--- src/oss_pkg.sv ---
/*
 Constants, field layout and types of the oscillator source select block.
 Assumes a 32-bit AXI4-Lite register bus and one 10 MHz system clock.
*/
`default_nettype none
package oss_pkg;
	// ==========================================================
	// Register map
	localparam logic [11:0] CTRL_OFS    = 12'h000;
	localparam logic [11:0] TRIM_OFS    = 12'h004;
	localparam logic [11:0] STAT_OFS    = 12'h008;
	localparam int          CUR_LSB     = 12;
	localparam int          NXT_LSB     = 8;
	localparam int          LOCK_BIT    = 5;
	localparam int          KEEP_BIT    = 1;
	localparam int          GO_BIT      = 0;
	localparam int          TRIM_W      = 6;
	localparam logic [1:0]  RESP_OKAY   = 2'h0;
	localparam logic [1:0]  RESP_SLVERR = 2'h2;
	localparam logic [31:0] ZERO_WORD   = 32'h0000_0000;
	localparam logic [5:0]  TRIM_RESET  = 6'h00;
	// ==========================================================
	// Source groups
	localparam logic [2:0] GRP_PLL    = 3'h7;
	localparam logic [2:0] GRP_DIRECT = 3'h3;
	localparam logic [2:0] GRP_SEC    = 3'h0;
	localparam logic [2:0] GRP_FRC    = 3'h1;
	localparam logic [2:0] GRP_SLOW   = 3'h2;
	// ==========================================================
	// Primary mode codes
	localparam logic [4:0] M_EXT_PLL4  = 5'h0d;
	localparam logic [4:0] M_EXT_PLL8  = 5'h0e;
	localparam logic [4:0] M_EXT_PLL16 = 5'h0f;
	localparam logic [4:0] M_XT_PLL4   = 5'h05;
	localparam logic [4:0] M_XT_PLL8   = 5'h06;
	localparam logic [4:0] M_XT_PLL16  = 5'h07;
	localparam logic [4:0] M_HS2_PLL4  = 5'h11;
	localparam logic [4:0] M_HS2_PLL8  = 5'h12;
	localparam logic [4:0] M_HS2_PLL16 = 5'h13;
	localparam logic [4:0] M_HS3_PLL4  = 5'h15;
	localparam logic [4:0] M_HS3_PLL8  = 5'h16;
	localparam logic [4:0] M_HS3_PLL16 = 5'h17;
	localparam logic [4:0] M_FRC_PLL4  = 5'h01;
	localparam logic [4:0] M_FRC_PLL8  = 5'h0a;
	localparam logic [4:0] M_FRC_PLL16 = 5'h03;
	localparam logic [4:0] M_EXT_IO    = 5'h0c;
	localparam logic [4:0] M_XT        = 5'h04;
	localparam logic [4:0] M_HS        = 5'h02;
	localparam logic [4:0] M_EXT       = 5'h0b;
	localparam logic [4:0] M_RC        = 5'h09;
	localparam logic [4:0] M_RC_IO     = 5'h08;
	localparam logic [4:0] M_XTL       = 5'h00;
	// ==========================================================
	// Multiplier, pre-divider and start-up count
	localparam logic [1:0] MULT_NONE  = 2'h0;
	localparam logic [1:0] MULT_X4    = 2'h1;
	localparam logic [1:0] MULT_X8    = 2'h2;
	localparam logic [1:0] MULT_X16   = 2'h3;
	localparam logic [1:0] PREDIV_1   = 2'h1;
	localparam logic [1:0] PREDIV_2   = 2'h2;
	localparam logic [1:0] PREDIV_3   = 2'h3;
	localparam logic [9:0] START_LAST = 10'h3ff;
	localparam logic [9:0] START_ZERO = 10'h000;
	// ==========================================================
	// Clock source
	typedef enum logic [4:0] {
		SRC_PRIMARY = 5'h01,
		SRC_PLL     = 5'h02,
		SRC_SEC     = 5'h04,
		SRC_FRC     = 5'h08,
		SRC_SLOW    = 5'h10
	} oss_src_type;
endpackage
`default_nettype wire

--- src/oss_top.sv ---
/*
 Oscillator source select: fuse-based start-up choice, start-up counter,
 secondary keep-on, PLL multiplier and lock, fast RC trim, pin functions.
 Assumes fuses stable, osc_tick_i one pulse per oscillator period, and an
 AXI4-Lite master that follows the usual valid/ready rules.
*/
// Contract
// - At POR/BOR pick clock from 3-bit group and 5-bit mode fuses.
// - Groups 111 PLL, 011 direct, 000 secondary, 001 fast RC, 010 slow RC.
// - Group 111 with modes 00101/00110/00111 applies x4/x8/x16.
// - Start-up counter is 10 bits and counts 1024 oscillator periods.
// - Start-up delay on power-on, brown-out and wake from sleep.
// - Start-up delay only for crystal modes, not clock input, RC or PLL-only.
// - Secondary oscillator runs, also in sleep, while keep-on is 1.
// - Secondary is device clock only with group 000 and keep-on set.
// - Returning from secondary to primary still costs the start-up delay.
// - PLL gain selectable as four, eight or sixteen.
// - PLL lock level mirrored in a read-only control register bit.
// - Group 001 in bits 14:12 runs the device from fast RC.
// - Six-bit trim steps fast RC frequency by 0.4 percent.
// - Trim is two's complement, zero centre, 011111 top, 100000 bottom.
// - Crystal out pin function depends only on the mode fuses.
// - Crystal in pin is never general-purpose I/O.
// - POR/BOR loads current and next group from the group fuses.
`timescale 1ns/100ps
`default_nettype none
module oss_top (
	input  wire logic        ref_clk_i,
	input  wire logic        reset_i,
	input  wire logic [2:0]  source_group_fuses_i,
	input  wire logic [4:0]  primary_mode_fuses_i,
	input  wire logic        osc_tick_i,
	input  wire logic        sleep_i,
	input  wire logic        pll_lock_i,
	input  wire logic [31:0] s_axi_awaddr,
	input  wire logic        s_axi_awvalid,
	output logic             s_axi_awready,
	input  wire logic [31:0] s_axi_wdata,
	input  wire logic [3:0]  s_axi_wstrb,
	input  wire logic        s_axi_wvalid,
	output logic             s_axi_wready,
	output logic [1:0]       s_axi_bresp,
	output logic             s_axi_bvalid,
	input  wire logic        s_axi_bready,
	input  wire logic [31:0] s_axi_araddr,
	input  wire logic        s_axi_arvalid,
	output logic             s_axi_arready,
	output logic [31:0]      s_axi_rdata,
	output logic [1:0]       s_axi_rresp,
	output logic             s_axi_rvalid,
	input  wire logic        s_axi_rready,
	output logic             sys_clk_en_o,
	output logic [4:0]       clock_source_o,
	output logic [1:0]       pll_mult_o,
	output logic [1:0]       pll_prediv_o,
	output logic             secondary_osc_en_o,
	output logic             primary_osc_en_o,
	output logic [5:0]       fast_rc_trim_o,
	output logic             crystal_out_gpio_o,
	output logic             crystal_out_clk_o,
	output logic             crystal_in_gpio_o
);
	// ==========================================================
	// Bus handshake
	logic        aw_ok_ff, nxt_aw_ok;
	logic [11:0] awaddr_ff, nxt_awaddr;
	logic        w_ok_ff, nxt_w_ok;
	logic [31:0] wdata_ff, nxt_wdata;
	logic [3:0]  wstrb_ff, nxt_wstrb;
	logic        bvalid_ff, nxt_bvalid;
	logic [1:0]  bresp_ff, nxt_bresp;
	logic        awready_ff, nxt_awready;
	logic        wready_ff, nxt_wready;
	logic        arready_ff, nxt_arready;
	logic        rvalid_ff, nxt_rvalid;
	logic [31:0] rdata_ff, nxt_rdata;
	logic [1:0]  rresp_ff, nxt_rresp;
	logic        wr_fire;
	logic [31:0] wr_mask;
	logic [31:0] rd_word;
	logic        rd_hit;
	// ==========================================================
	// Clock control state
	logic [2:0]  cur_grp_ff, nxt_cur_grp;
	logic [2:0]  next_grp_ff, nxt_next_grp;
	logic        keep_on_ff, nxt_keep_on;
	logic [5:0]  trim_ff, nxt_trim;
	logic        lock_ff, nxt_lock;
	logic [9:0]  cnt_ff, nxt_cnt;
	logic        done_ff, nxt_done;
	logic        sleep_q_ff, nxt_sleep_q;
	logic        clk_en_ff, nxt_clk_en;
	oss_pkg::oss_src_type src_ff, nxt_src;
	logic [1:0]  mult_ff, nxt_mult;
	logic [1:0]  prediv_ff, nxt_prediv;
	logic        sec_en_ff, nxt_sec_en;
	logic        pri_en_ff, nxt_pri_en;
	logic        out_gpio_ff, nxt_out_gpio;
	logic        out_clk_ff, nxt_out_clk;
	logic        needs_start;
	logic        restart;
	logic        go;

	assign wr_fire = aw_ok_ff && w_ok_ff && !bvalid_ff;
	assign wr_mask = {{8{wstrb_ff[3]}}, {8{wstrb_ff[2]}}, {8{wstrb_ff[1]}}, {8{wstrb_ff[0]}}};

	// ==========================================================
	// Read mux
	always_comb begin
		rd_hit  = 1'b1;
		rd_word = oss_pkg::ZERO_WORD;
		unique case (s_axi_araddr[11:0])
			oss_pkg::CTRL_OFS: begin
				rd_word[oss_pkg::CUR_LSB +: 3] = cur_grp_ff;
				rd_word[oss_pkg::NXT_LSB +: 3] = next_grp_ff;
				rd_word[oss_pkg::LOCK_BIT]     = lock_ff;
				rd_word[oss_pkg::KEEP_BIT]     = keep_on_ff;
			end
			oss_pkg::TRIM_OFS: rd_word[oss_pkg::TRIM_W-1:0] = trim_ff;
			oss_pkg::STAT_OFS: begin
				rd_word[0]   = done_ff;
				rd_word[1]   = clk_en_ff;
				rd_word[3:2] = mult_ff;
				rd_word[8:4] = src_ff;
			end
			default: rd_hit = 1'b0;
		endcase
	end

	// ==========================================================
	// Bus next state
	always_comb begin
		nxt_aw_ok  = aw_ok_ff;
		nxt_awaddr = awaddr_ff;
		nxt_w_ok   = w_ok_ff;
		nxt_wdata  = wdata_ff;
		nxt_wstrb  = wstrb_ff;
		nxt_bvalid = bvalid_ff;
		nxt_bresp  = bresp_ff;
		nxt_rvalid = rvalid_ff;
		nxt_rdata  = rdata_ff;
		nxt_rresp  = rresp_ff;
		if (s_axi_awvalid && awready_ff) begin
			nxt_aw_ok  = 1'b1;
			nxt_awaddr = s_axi_awaddr[11:0];
		end
		if (s_axi_wvalid && wready_ff) begin
			nxt_w_ok  = 1'b1;
			nxt_wdata = s_axi_wdata;
			nxt_wstrb = s_axi_wstrb;
		end
		if (wr_fire) begin
			nxt_aw_ok  = 1'b0;
			nxt_w_ok   = 1'b0;
			nxt_bvalid = 1'b1;
			nxt_bresp  = oss_pkg::RESP_OKAY;
			if (awaddr_ff != oss_pkg::CTRL_OFS && awaddr_ff != oss_pkg::TRIM_OFS) begin
				nxt_bresp = oss_pkg::RESP_SLVERR;
			end
		end else if (bvalid_ff && s_axi_bready) begin
			nxt_bvalid = 1'b0;
		end
		if (s_axi_arvalid && arready_ff) begin
			nxt_rvalid = 1'b1;
			nxt_rdata  = rd_word;
			nxt_rresp  = rd_hit ? oss_pkg::RESP_OKAY : oss_pkg::RESP_SLVERR;
		end else if (rvalid_ff && s_axi_rready) begin
			nxt_rvalid = 1'b0;
		end
		nxt_awready = !nxt_aw_ok && !nxt_bvalid;
		nxt_wready  = !nxt_w_ok && !nxt_bvalid;
		nxt_arready = !nxt_rvalid;
	end

	always_ff @(posedge ref_clk_i) begin
		if (reset_i) begin
			aw_ok_ff   <= 1'b0;
			awaddr_ff  <= oss_pkg::CTRL_OFS;
			w_ok_ff    <= 1'b0;
			wdata_ff   <= oss_pkg::ZERO_WORD;
			wstrb_ff   <= 4'h0;
			bvalid_ff  <= 1'b0;
			bresp_ff   <= oss_pkg::RESP_OKAY;
			awready_ff <= 1'b0;
			wready_ff  <= 1'b0;
			arready_ff <= 1'b0;
			rvalid_ff  <= 1'b0;
			rdata_ff   <= oss_pkg::ZERO_WORD;
			rresp_ff   <= oss_pkg::RESP_OKAY;
		end else begin
			aw_ok_ff   <= nxt_aw_ok;
			awaddr_ff  <= nxt_awaddr;
			w_ok_ff    <= nxt_w_ok;
			wdata_ff   <= nxt_wdata;
			wstrb_ff   <= nxt_wstrb;
			bvalid_ff  <= nxt_bvalid;
			bresp_ff   <= nxt_bresp;
			awready_ff <= nxt_awready;
			wready_ff  <= nxt_wready;
			arready_ff <= nxt_arready;
			rvalid_ff  <= nxt_rvalid;
			rdata_ff   <= nxt_rdata;
			rresp_ff   <= nxt_rresp;
		end
	end

	// ==========================================================
	// Clock control next state
	always_comb begin
		nxt_next_grp = next_grp_ff;
		nxt_keep_on  = keep_on_ff;
		nxt_trim     = trim_ff;
		go           = 1'b0;
		if (wr_fire && awaddr_ff == oss_pkg::CTRL_OFS) begin
			if (wstrb_ff[1]) begin
				nxt_next_grp = wdata_ff[oss_pkg::NXT_LSB +: 3];
			end
			if (wstrb_ff[0]) begin
				nxt_keep_on = wdata_ff[oss_pkg::KEEP_BIT];
				go          = wdata_ff[oss_pkg::GO_BIT];
			end
		end
		if (wr_fire && awaddr_ff == oss_pkg::TRIM_OFS) begin
			// Two's complement step code, passed on untouched
			nxt_trim = (wdata_ff[oss_pkg::TRIM_W-1:0] & wr_mask[oss_pkg::TRIM_W-1:0])
				| (trim_ff & ~wr_mask[oss_pkg::TRIM_W-1:0]);
		end
		// Minimal switch: go copies the requested group into the current one
		nxt_cur_grp = go ? next_grp_ff : cur_grp_ff;
		nxt_lock    = pll_lock_i;
		nxt_sleep_q = sleep_i;

		// Source decode from current group and mode fuses
		nxt_src      = oss_pkg::SRC_SLOW;
		nxt_mult     = oss_pkg::MULT_NONE;
		nxt_prediv   = oss_pkg::PREDIV_1;
		needs_start  = 1'b0;
		unique case (nxt_cur_grp)
			oss_pkg::GRP_PLL: begin
				nxt_src = oss_pkg::SRC_PLL;
				unique case (primary_mode_fuses_i)
					oss_pkg::M_EXT_PLL4, oss_pkg::M_XT_PLL4, oss_pkg::M_HS2_PLL4,
					oss_pkg::M_HS3_PLL4, oss_pkg::M_FRC_PLL4: nxt_mult = oss_pkg::MULT_X4;
					oss_pkg::M_EXT_PLL8, oss_pkg::M_XT_PLL8, oss_pkg::M_HS2_PLL8,
					oss_pkg::M_HS3_PLL8, oss_pkg::M_FRC_PLL8: nxt_mult = oss_pkg::MULT_X8;
					oss_pkg::M_EXT_PLL16, oss_pkg::M_XT_PLL16, oss_pkg::M_HS2_PLL16,
					oss_pkg::M_HS3_PLL16, oss_pkg::M_FRC_PLL16: nxt_mult = oss_pkg::MULT_X16;
					default: nxt_mult = oss_pkg::MULT_NONE;
				endcase
				unique case (primary_mode_fuses_i)
					oss_pkg::M_HS2_PLL4, oss_pkg::M_HS2_PLL8,
					oss_pkg::M_HS2_PLL16: nxt_prediv = oss_pkg::PREDIV_2;
					oss_pkg::M_HS3_PLL4, oss_pkg::M_HS3_PLL8,
					oss_pkg::M_HS3_PLL16: nxt_prediv = oss_pkg::PREDIV_3;
					default: nxt_prediv = oss_pkg::PREDIV_1;
				endcase
				// Crystal-fed PLL waits; clock-input and RC-fed PLL do not
				needs_start = primary_mode_fuses_i[4] ||
					primary_mode_fuses_i[4:2] == oss_pkg::M_XT_PLL4[4:2];
			end
			oss_pkg::GRP_DIRECT: begin
				nxt_src     = oss_pkg::SRC_PRIMARY;
				needs_start = primary_mode_fuses_i == oss_pkg::M_XT ||
					primary_mode_fuses_i == oss_pkg::M_HS ||
					primary_mode_fuses_i == oss_pkg::M_XTL;
			end
			oss_pkg::GRP_SEC: begin
				// Without keep-on the secondary is stopped; fall back to slow RC
				nxt_src     = nxt_keep_on ? oss_pkg::SRC_SEC : oss_pkg::SRC_SLOW;
				needs_start = nxt_keep_on;
			end
			oss_pkg::GRP_FRC: nxt_src = oss_pkg::SRC_FRC;
			default: nxt_src = oss_pkg::SRC_SLOW;
		endcase

		// Start-up counter, restarted on wake and on each switch
		restart  = (sleep_q_ff && !sleep_i) || go;
		nxt_cnt  = cnt_ff;
		nxt_done = done_ff;
		if (restart) begin
			nxt_cnt  = oss_pkg::START_ZERO;
			nxt_done = 1'b0;
		end else if (!done_ff && osc_tick_i && !sleep_i) begin
			if (cnt_ff == oss_pkg::START_LAST) begin
				nxt_cnt  = oss_pkg::START_ZERO;
				nxt_done = 1'b1;
			end else begin
				nxt_cnt = cnt_ff + 10'h001;
			end
		end
		// Gate held low through sleep and the start-up count
		nxt_clk_en = !sleep_i && (nxt_done || !needs_start);
		nxt_sec_en = nxt_keep_on;
		nxt_pri_en = !sleep_i && (nxt_src == oss_pkg::SRC_PRIMARY || nxt_src == oss_pkg::SRC_PLL);

		// Pin use follows the mode fuses alone
		nxt_out_gpio = 1'b0;
		nxt_out_clk  = 1'b0;
		unique case (primary_mode_fuses_i)
			oss_pkg::M_EXT_IO, oss_pkg::M_EXT_PLL4, oss_pkg::M_EXT_PLL8,
			oss_pkg::M_EXT_PLL16, oss_pkg::M_FRC_PLL4, oss_pkg::M_FRC_PLL8,
			oss_pkg::M_FRC_PLL16, oss_pkg::M_RC_IO: nxt_out_gpio = 1'b1;
			oss_pkg::M_EXT, oss_pkg::M_RC: nxt_out_clk = 1'b1;
			default: nxt_out_gpio = 1'b0;
		endcase
	end

	always_ff @(posedge ref_clk_i) begin
		if (reset_i) begin
			// Fuses are read on the synchronous reset itself
			cur_grp_ff  <= source_group_fuses_i;
			next_grp_ff <= source_group_fuses_i;
			keep_on_ff  <= 1'b0;
			trim_ff     <= oss_pkg::TRIM_RESET;
			lock_ff     <= 1'b0;
			cnt_ff      <= oss_pkg::START_ZERO;
			done_ff     <= 1'b0;
			sleep_q_ff  <= 1'b0;
			clk_en_ff   <= 1'b0;
			src_ff      <= oss_pkg::SRC_SLOW;
			mult_ff     <= oss_pkg::MULT_NONE;
			prediv_ff   <= oss_pkg::PREDIV_1;
			sec_en_ff   <= 1'b0;
			pri_en_ff   <= 1'b0;
			out_gpio_ff <= 1'b0;
			out_clk_ff  <= 1'b0;
		end else begin
			cur_grp_ff  <= nxt_cur_grp;
			next_grp_ff <= nxt_next_grp;
			keep_on_ff  <= nxt_keep_on;
			trim_ff     <= nxt_trim;
			lock_ff     <= nxt_lock;
			cnt_ff      <= nxt_cnt;
			done_ff     <= nxt_done;
			sleep_q_ff  <= nxt_sleep_q;
			clk_en_ff   <= nxt_clk_en;
			src_ff      <= nxt_src;
			mult_ff     <= nxt_mult;
			prediv_ff   <= nxt_prediv;
			sec_en_ff   <= nxt_sec_en;
			pri_en_ff   <= nxt_pri_en;
			out_gpio_ff <= nxt_out_gpio;
			out_clk_ff  <= nxt_out_clk;
		end
	end

	// ==========================================================
	// Outputs
	assign s_axi_awready      = awready_ff;
	assign s_axi_wready       = wready_ff;
	assign s_axi_bvalid       = bvalid_ff;
	assign s_axi_bresp        = bresp_ff;
	assign s_axi_arready      = arready_ff;
	assign s_axi_rvalid       = rvalid_ff;
	assign s_axi_rdata        = rdata_ff;
	assign s_axi_rresp        = rresp_ff;
	assign sys_clk_en_o       = clk_en_ff;
	assign clock_source_o     = src_ff;
	assign pll_mult_o         = mult_ff;
	assign pll_prediv_o       = prediv_ff;
	assign secondary_osc_en_o = sec_en_ff;
	assign primary_osc_en_o   = pri_en_ff;
	assign fast_rc_trim_o     = trim_ff;
	assign crystal_out_gpio_o = out_gpio_ff;
	assign crystal_out_clk_o  = out_clk_ff;
	// Constant by design: never a register so no write can free it
	assign crystal_in_gpio_o  = 1'b0;
endmodule
`default_nettype wire

--- config.mk ---
export PLATFORM = sky130hd
export DESIGN_NAME = oss_top
export DESIGN_NICKNAME = d
export VERILOG_FILES = /design/src/oss_pkg.sv /design/src/oss_top.sv
export SDC_FILE = /design/constraint.sdc
export NUM_CORES = 1
export LEC_CHECK = 0
export BUFFER_PORTS_ARGS = -buffer_cell sky130_fd_sc_hd__buf_2
export CAP_MARGIN = 0
export CORE_MARGIN = 2
export CORE_UTILIZATION = 45
export DETAILED_ROUTE_END_ITERATION = 8
export PLACE_DENSITY = 0.82
export SYNTH_ARGS = -nofsm -noshare
export SYNTH_HDL_FRONTEND = slang
export SYNTH_SLANG_ARGS = --single-unit
--- constraint.sdc ---
create_clock -name ref_clk_i -period 3 [get_ports ref_clk_i]
set_clock_uncertainty 0.05 [all_clocks]
set_input_delay 0.3 -clock ref_clk_i [delete_from_list [all_inputs] [get_ports ref_clk_i]]
set_output_delay 0.3 -clock ref_clk_i [all_outputs]
set_load 0.05 [all_outputs]
**Word level (Yosys, flattened, before mapping)**

Memories as Yosys holds them, arrays and structs flattened. A register that Yosys moved wholly into a read port is not among the register bits.
Index checks and enable logic that the tools add are counted.

- Bits in registers: 87
- Memory bits (read-only): 64
- Input bits: 118
- Word-level logic and storage cells: 147
- Memories: 1

- $add $sub $neg: 1
- Eq/ne operators: 29
- Mux-type cells: 38
- Bitwise gates (word level): 5
- Reductions and logical operators: 46

Memories:

| memory | words | width | rd ports | clocked after memory_dff | wr ports | line | text |
|---|---|---|---|---|---|---|---|
| (no name shown) | 32 | 2 | 1 | 1 | 0 | oss_top.sv:241 | `unique case (primary_mode_fuses_i)` |

Operator list:

| operator | number |
|---|---|
| 5-bit by 4-bit equality test with 1-bit output (second input constant) | 8 |
| 5-bit equality test (second input constant) | 6 |
| 12-bit by 3-bit equality test with 1-bit output (second input constant) | 2 |
| 12-bit logical NOT | 2 |
| 5-bit one-hot mux with 4 select lines | 1 |
| 1-bit two-way mux | 18 |
| 3-bit two-way mux | 6 |
| 1-bit logical AND | 17 |
| 5-bit by 2-bit equality test with 1-bit output (second input constant) | 3 |
| 6-bit bitwise AND | 2 |
| 12-bit by 4-bit equality test with 1-bit output (second input constant) | 1 |
| 12-bit by 3-bit != test with 1-bit output (second input constant) | 1 |
| 12-bit nonzero test | 1 |
| 10-bit by 1-bit adder with 10-bit output (second input constant) | 1 |
| 10-bit equality test (second input constant) | 1 |
| 5-bit by 1-bit equality test with 1-bit output (second input constant) | 2 |
| 10-bit two-way mux | 1 |
| 1-bit one-hot mux with 3 select lines | 3 |
| 3-bit OR reduction | 3 |
| 1-bit logical NOT | 8 |
| 2-bit two-way mux | 4 |
| 8-bit OR reduction | 1 |
| 3-bit by 1-bit equality test with 1-bit output (second input constant) | 2 |
| 1-bit logical OR | 6 |
| 15 further kinds | 19 |

**Depth between registers and ports, before layout**

- Depth after elaboration: 10
- Depth in mapped cells: 8

**Least setup slack after synthesis**

Ideal clock, no wire load.

- Kind: reg-to-reg
- Start point: register awaddr_ff[0]
- End point: register clk_en_ff, in the netlist sys_clk_en_o
- Data arrival time: 2,130 ps
- Required time: 2,828 ps
- Slack: 698 ps
- Cell stages (with the launch flop): 8
- Path buffers: 1
- Period minus slack after synthesis: 2,302 ps
- Path through: dfxtp_1 > or4_4 > nor4_4 > and3_1 > buf_6 > mux2i_1 > mux2i_1 > o311a_1

- Longest elaborated chain between the ends: 9
- Elaborated cells between the ends (all ways): 14
- Those cells by class: eq/ne: 2; mux: 5; reduce/logical: 7

RTL lines:

| element | line | text |
|---|---|---|
| from (decl) | oss_top.sv:66 | `logic [11:0] awaddr_ff, nxt_awaddr;` |
| from (signal assigned) | oss_top.sv:178 | `awaddr_ff <= oss_pkg::CTRL_OFS;` |
| from (signal assigned) | oss_top.sv:192 | `awaddr_ff <= nxt_awaddr;` |
| 12-bit logical NOT (*) | oss_top.sv:214 | `if (wr_fire && awaddr_ff == oss_pkg::CTRL_OFS) begin` |
| 1-bit logical AND (*) | oss_top.sv:214 |  |
| 1-bit two-way mux | oss_top.sv:214 |  |
| 3-bit two-way mux | oss_top.sv:229 | `nxt_cur_grp = go ? next_grp_ff : cur_grp_ff;` |
| 3-bit by 2-bit equality test with 1-bit output, or another cell as far along | oss_top.sv:238 | `unique case (nxt_cur_grp)` |
| 1-bit one-hot mux with 3 select lines | oss_top.sv:238 |  |
| 1-bit logical NOT | oss_top.sv:292 | `nxt_clk_en = !sleep_i && (nxt_done \|\| !needs_start);` |
| 1-bit logical OR (*) | oss_top.sv:292 |  |
| 1-bit logical AND (*) | oss_top.sv:292 |  |
| to (signal assigned) | oss_top.sv:336 | `clk_en_ff <= nxt_clk_en;` |
| to (decl) | oss_top.sv:92 | `logic clk_en_ff, nxt_clk_en;` |

Every way passes the cells marked *; elsewhere a longest branch is shown, timed or not.
A chain may end at the register's enable or synchronous reset.

**Final worst setup path**

Same ends and word-level chain as after synthesis.

==> impl_metrics.toml <==
[detailed_routing]
dr.pass1.iters = 4
viasPerCell = 4.95
vias = 2971
drc = 0
wirelength_um = 7750
postRouteAntennaNets = 0
drt_iter0_markers = 191
routedWlPerCell_um = 12.9

[cts]
cts_resized = 0
insertion_delay_ns = 0.36
cts_inserted_buffers = 9
cts_tree = "yes"
cts_hold_buf = 0
cts_root_buf = "clkbuf_8"
clk_pin_slew_worst_paths_ns = 0.09
postCtsSetupBuffers = 0
cts_buffer_depth = 2
cts-htree-levels = 3
cts.sinks = 85

[placement]
portBuffers = 93
place_congestion = 0.816
dp_hpwl_um = 5930

[setup_path]
critPathCaptureType = "register"
crit_chain = "or4_4, nor4_4, and3_1, buf_4, mux2i_1, or3_1, o311a_1"
r2r_cells = 7
rr_endpoint = "sys_clk_en_o"
required_ns = 3.19
crit_slowest_cell = "or4_4"
cp.arrival_ns = 2.64
path_max_fanout = 13
slowest_delay_ns = 0.55
reg2reg_slack_ns = 0.55
cp-start-kind = "register"
r2r-start = "awaddr_ff[0]"
critical_path_class = "reg -> reg"

[sta]
max_slew_margin_pct = 64.4
report.final.slew_viol_count = 0
setup_viol = 0
tns_ns = 0
hold-worst-slack_ns = 0.118
period_share_pct = 81.5
fin_crit_ns = 2.45
grt_setup_unrepaired = "no"
hold_violations = 0
timing.fmax_mhz = 409
worst_pin_slew_ns = 0.530

[floorplanning]
io_pins = 180
dieArea_mm2 = 0.00859
start_util_pct = 46.0
core_mm2 = 0.00769
fp-row-count = 32
die_height_um = 92.7
dieWidth_um = 92.7

[synthesis]
ys.flop_type = "dfxtp_1"
ys_seq_area_share_pct = 48.9
avgSynthCellArea_um2 = 8.74
synth.distinct_cells = 47
ys_ff_latch = 85
synth_compound_area_share_pct = 10.8
syn_area_mm2 = 0.00354
synth.area.mux_share_pct = 4.56
synth_cells = 405
yosysWarnings = 0
synth_edf_count = 3
synth_largest_area_cell = "dfxtp_1"
synth_xor_area_share_pct = 2.23
synth_top_family_by_area = "simple AND/OR/NAND/NOR gates"
ys_async_sr_fraction_pct = 0
synth.area.top_cells = "dfxtp_1, nand2_1, nor2_1, a21oi_1, buf_4"
synth_simple_gate_area_share_pct = 25.0
synthAdderAreaFrac_pct = 0.354
synth_top_area_share_pct = 46.4

[min_path]
min_to = "awaddr_ff[4]"
min_from = "s_axi_awaddr[4]"
holdPathStages = 3
hp-class = "in -> reg"

[grt]
grt_start_max_net_pins = 35
antenna_found_initial = 0
grt_pass1_vias = 2849
track_usage_pct = 19.0
gr-total-overflow = 0
grt_pass1_wl_um = 13000

[pwr]
cellPowerDensity_mw_per_mm2 = 569
peakVddDrop_mv = 0.267
p_leak_nw = 1.80
internal_power_mw = 1.72
comb_power_share_pct = 13.3
swShare_pct = 28.3
share_seq_of_total_power_pct = 50.6
power.switching_mw = 0.677
clkPwrFrac_pct = 36.2

[outcome]
status = "completed"

[cells_and_area]
syn_to_final_growth_pct = 18.8
num_antenna_cells = 0
fin_nets = 612
drive_gt1_share_pct = 24.3

[run]
drv_cap = 0
## layout make-up
class | instances | area [µm²]
clock inverter | 5 | 63.8
clock buffer | 11 | 153
fill | 722 | 3480
multi-input combinational | 292 | 1600
sequential | 85 | 1730
tap | 102 | 128
inverter | 7 | 26.3
timing repair buffer | 98 | 503
## state kept, by name (all words and copies together) (netlist names), 2 cells and up, named ones only
signal and cells:
s_axi_rdata 14, awaddr_ff 12, cnt_ff 10, wdata_ff 9, clock_source_o 5, cur_grp_ff 3, next_grp_ff 3, pll_mult_o 2
pll_prediv_o 2, wstrb_ff 2
## cells by family (layout without fill, tap and decap cells)
kind of cell    count (synthesis)  after routing
mux                            16             16
flops                          85             85
compound gates                 62             62
simple gates                  183            183
fa+ha+maj                       1              1
other cells                     1             21
buf+inv                        48            121
xor+xnor                        9              9
## per-layer routing
metal  vias to the layer above  GRT usage (%)  wire, µm
li1                       1522              -         -
met1                      1340           23.0      3300
met2                        95           31.3      3750
met3                        14           5.94       548
met4                         0           7.72       149
met5                         -              0         0
## cell usage after synthesis, drive strengths merged (2+ instances only)
library cell / n
nand3b: 2
or3b: 2
or3: 2
edfxtp: 3
buf: 23
nand2: 64
xor2: 5
a22oi: 5
or4: 5
a21oi: 34
a21o: 3
and3: 4
o21ai: 8
a211oi: 3
nor2: 47
a221oi: 5
dfxtp: 82
nand3: 7
nor2b: 7
nand4: 4
nor3b: 2
xnor2: 4
nor4: 6
and2: 5
clkbuf: 18
mux2i: 15
nor3: 20
inv: 7
nand2b: 3
## per-stage QoR
| step | worst slack (ns) | power (mW) | area [µm²] | util, % | instances |
|---|---|---|---|---|---|
| 3_3_place_gp | 0.569 | 1.55 | 3990 | 51.9 | 584 |
| 4_1_cts | 0.542 | 2.42 | 4200 | 54.7 | 600 |
| 3_5_place_dp | 0.563 | 1.55 | 3990 | 51.9 | 584 |
| 6_report | 0.555 | 2.39 | 4200 | 54.7 | 600 |
| 5_1_grt | 0.414 | 2.51 | 4200 | 54.7 | 600 |
| 2_1_floorplan | 0.698 | 1.49 | 3610 | - | 425 |
## cells in the final DEF (no fill, tap or decap), drive strengths merged, types with 2 or more instances in the layout
master,instances
a211oi,3
a21o,3
a21oi,34
a221oi,5
a22oi,5
and2,5
and3,4
buf,98
clkbuf,11
conb,21
dfxtp,82
edfxtp,3
inv,10
mux2i,15
nand2,64
nand2b,3
nand3,7
nand3b,2
nand4,4
nor2,47
nor2b,7
nor3,20
nor3b,2
nor4,6
o21ai,8
or3,2
or3b,2
or4,5
xnor2,4
xor2,5
## worst max-delay path: cells and delay by family (launching register included)
| kind | cells | cell delay [ns] |
|---|---|---|
| buffers and inverters | 1 | 0.21 |
| AND/OR/NAND/NOR | 4 | 1.50 |
| multiplexers | 1 | 0.12 |
| flip-flops | 1 | 0.32 |
| AO/OA/AOI/OAI | 1 | 0.13 |
## power groups by stage
stage          Combinational [mW]  Sequential, mW  Clock, mW
6_report                    0.317            1.21      0.866
3_3_place_gp                0.310            1.24          0
4_1_cts                     0.318            1.21      0.891
5_1_grt                     0.346            1.22      0.948
3_5_place_dp                0.317            1.24          0
2_1_floorplan               0.199            1.29          0
## how the worst max path moves through the flow
stage	from	endpoint	slack, ns	depth (start not counted)
detailed placement	awaddr_ff[0]	sys_clk_en_o	0.56	7
global route	awaddr_ff[0]	sys_clk_en_o	0.41	7
global placement	awaddr_ff[0]	sys_clk_en_o	0.57	7
finish	awaddr_ff[0]	sys_clk_en_o	0.55	7
floorplan	awaddr_ff[0]	sys_clk_en_o	0.70	7
CTS	awaddr_ff[0]	sys_clk_en_o	0.54	7
No activity file was read; power rests on OpenSTA's default activity.
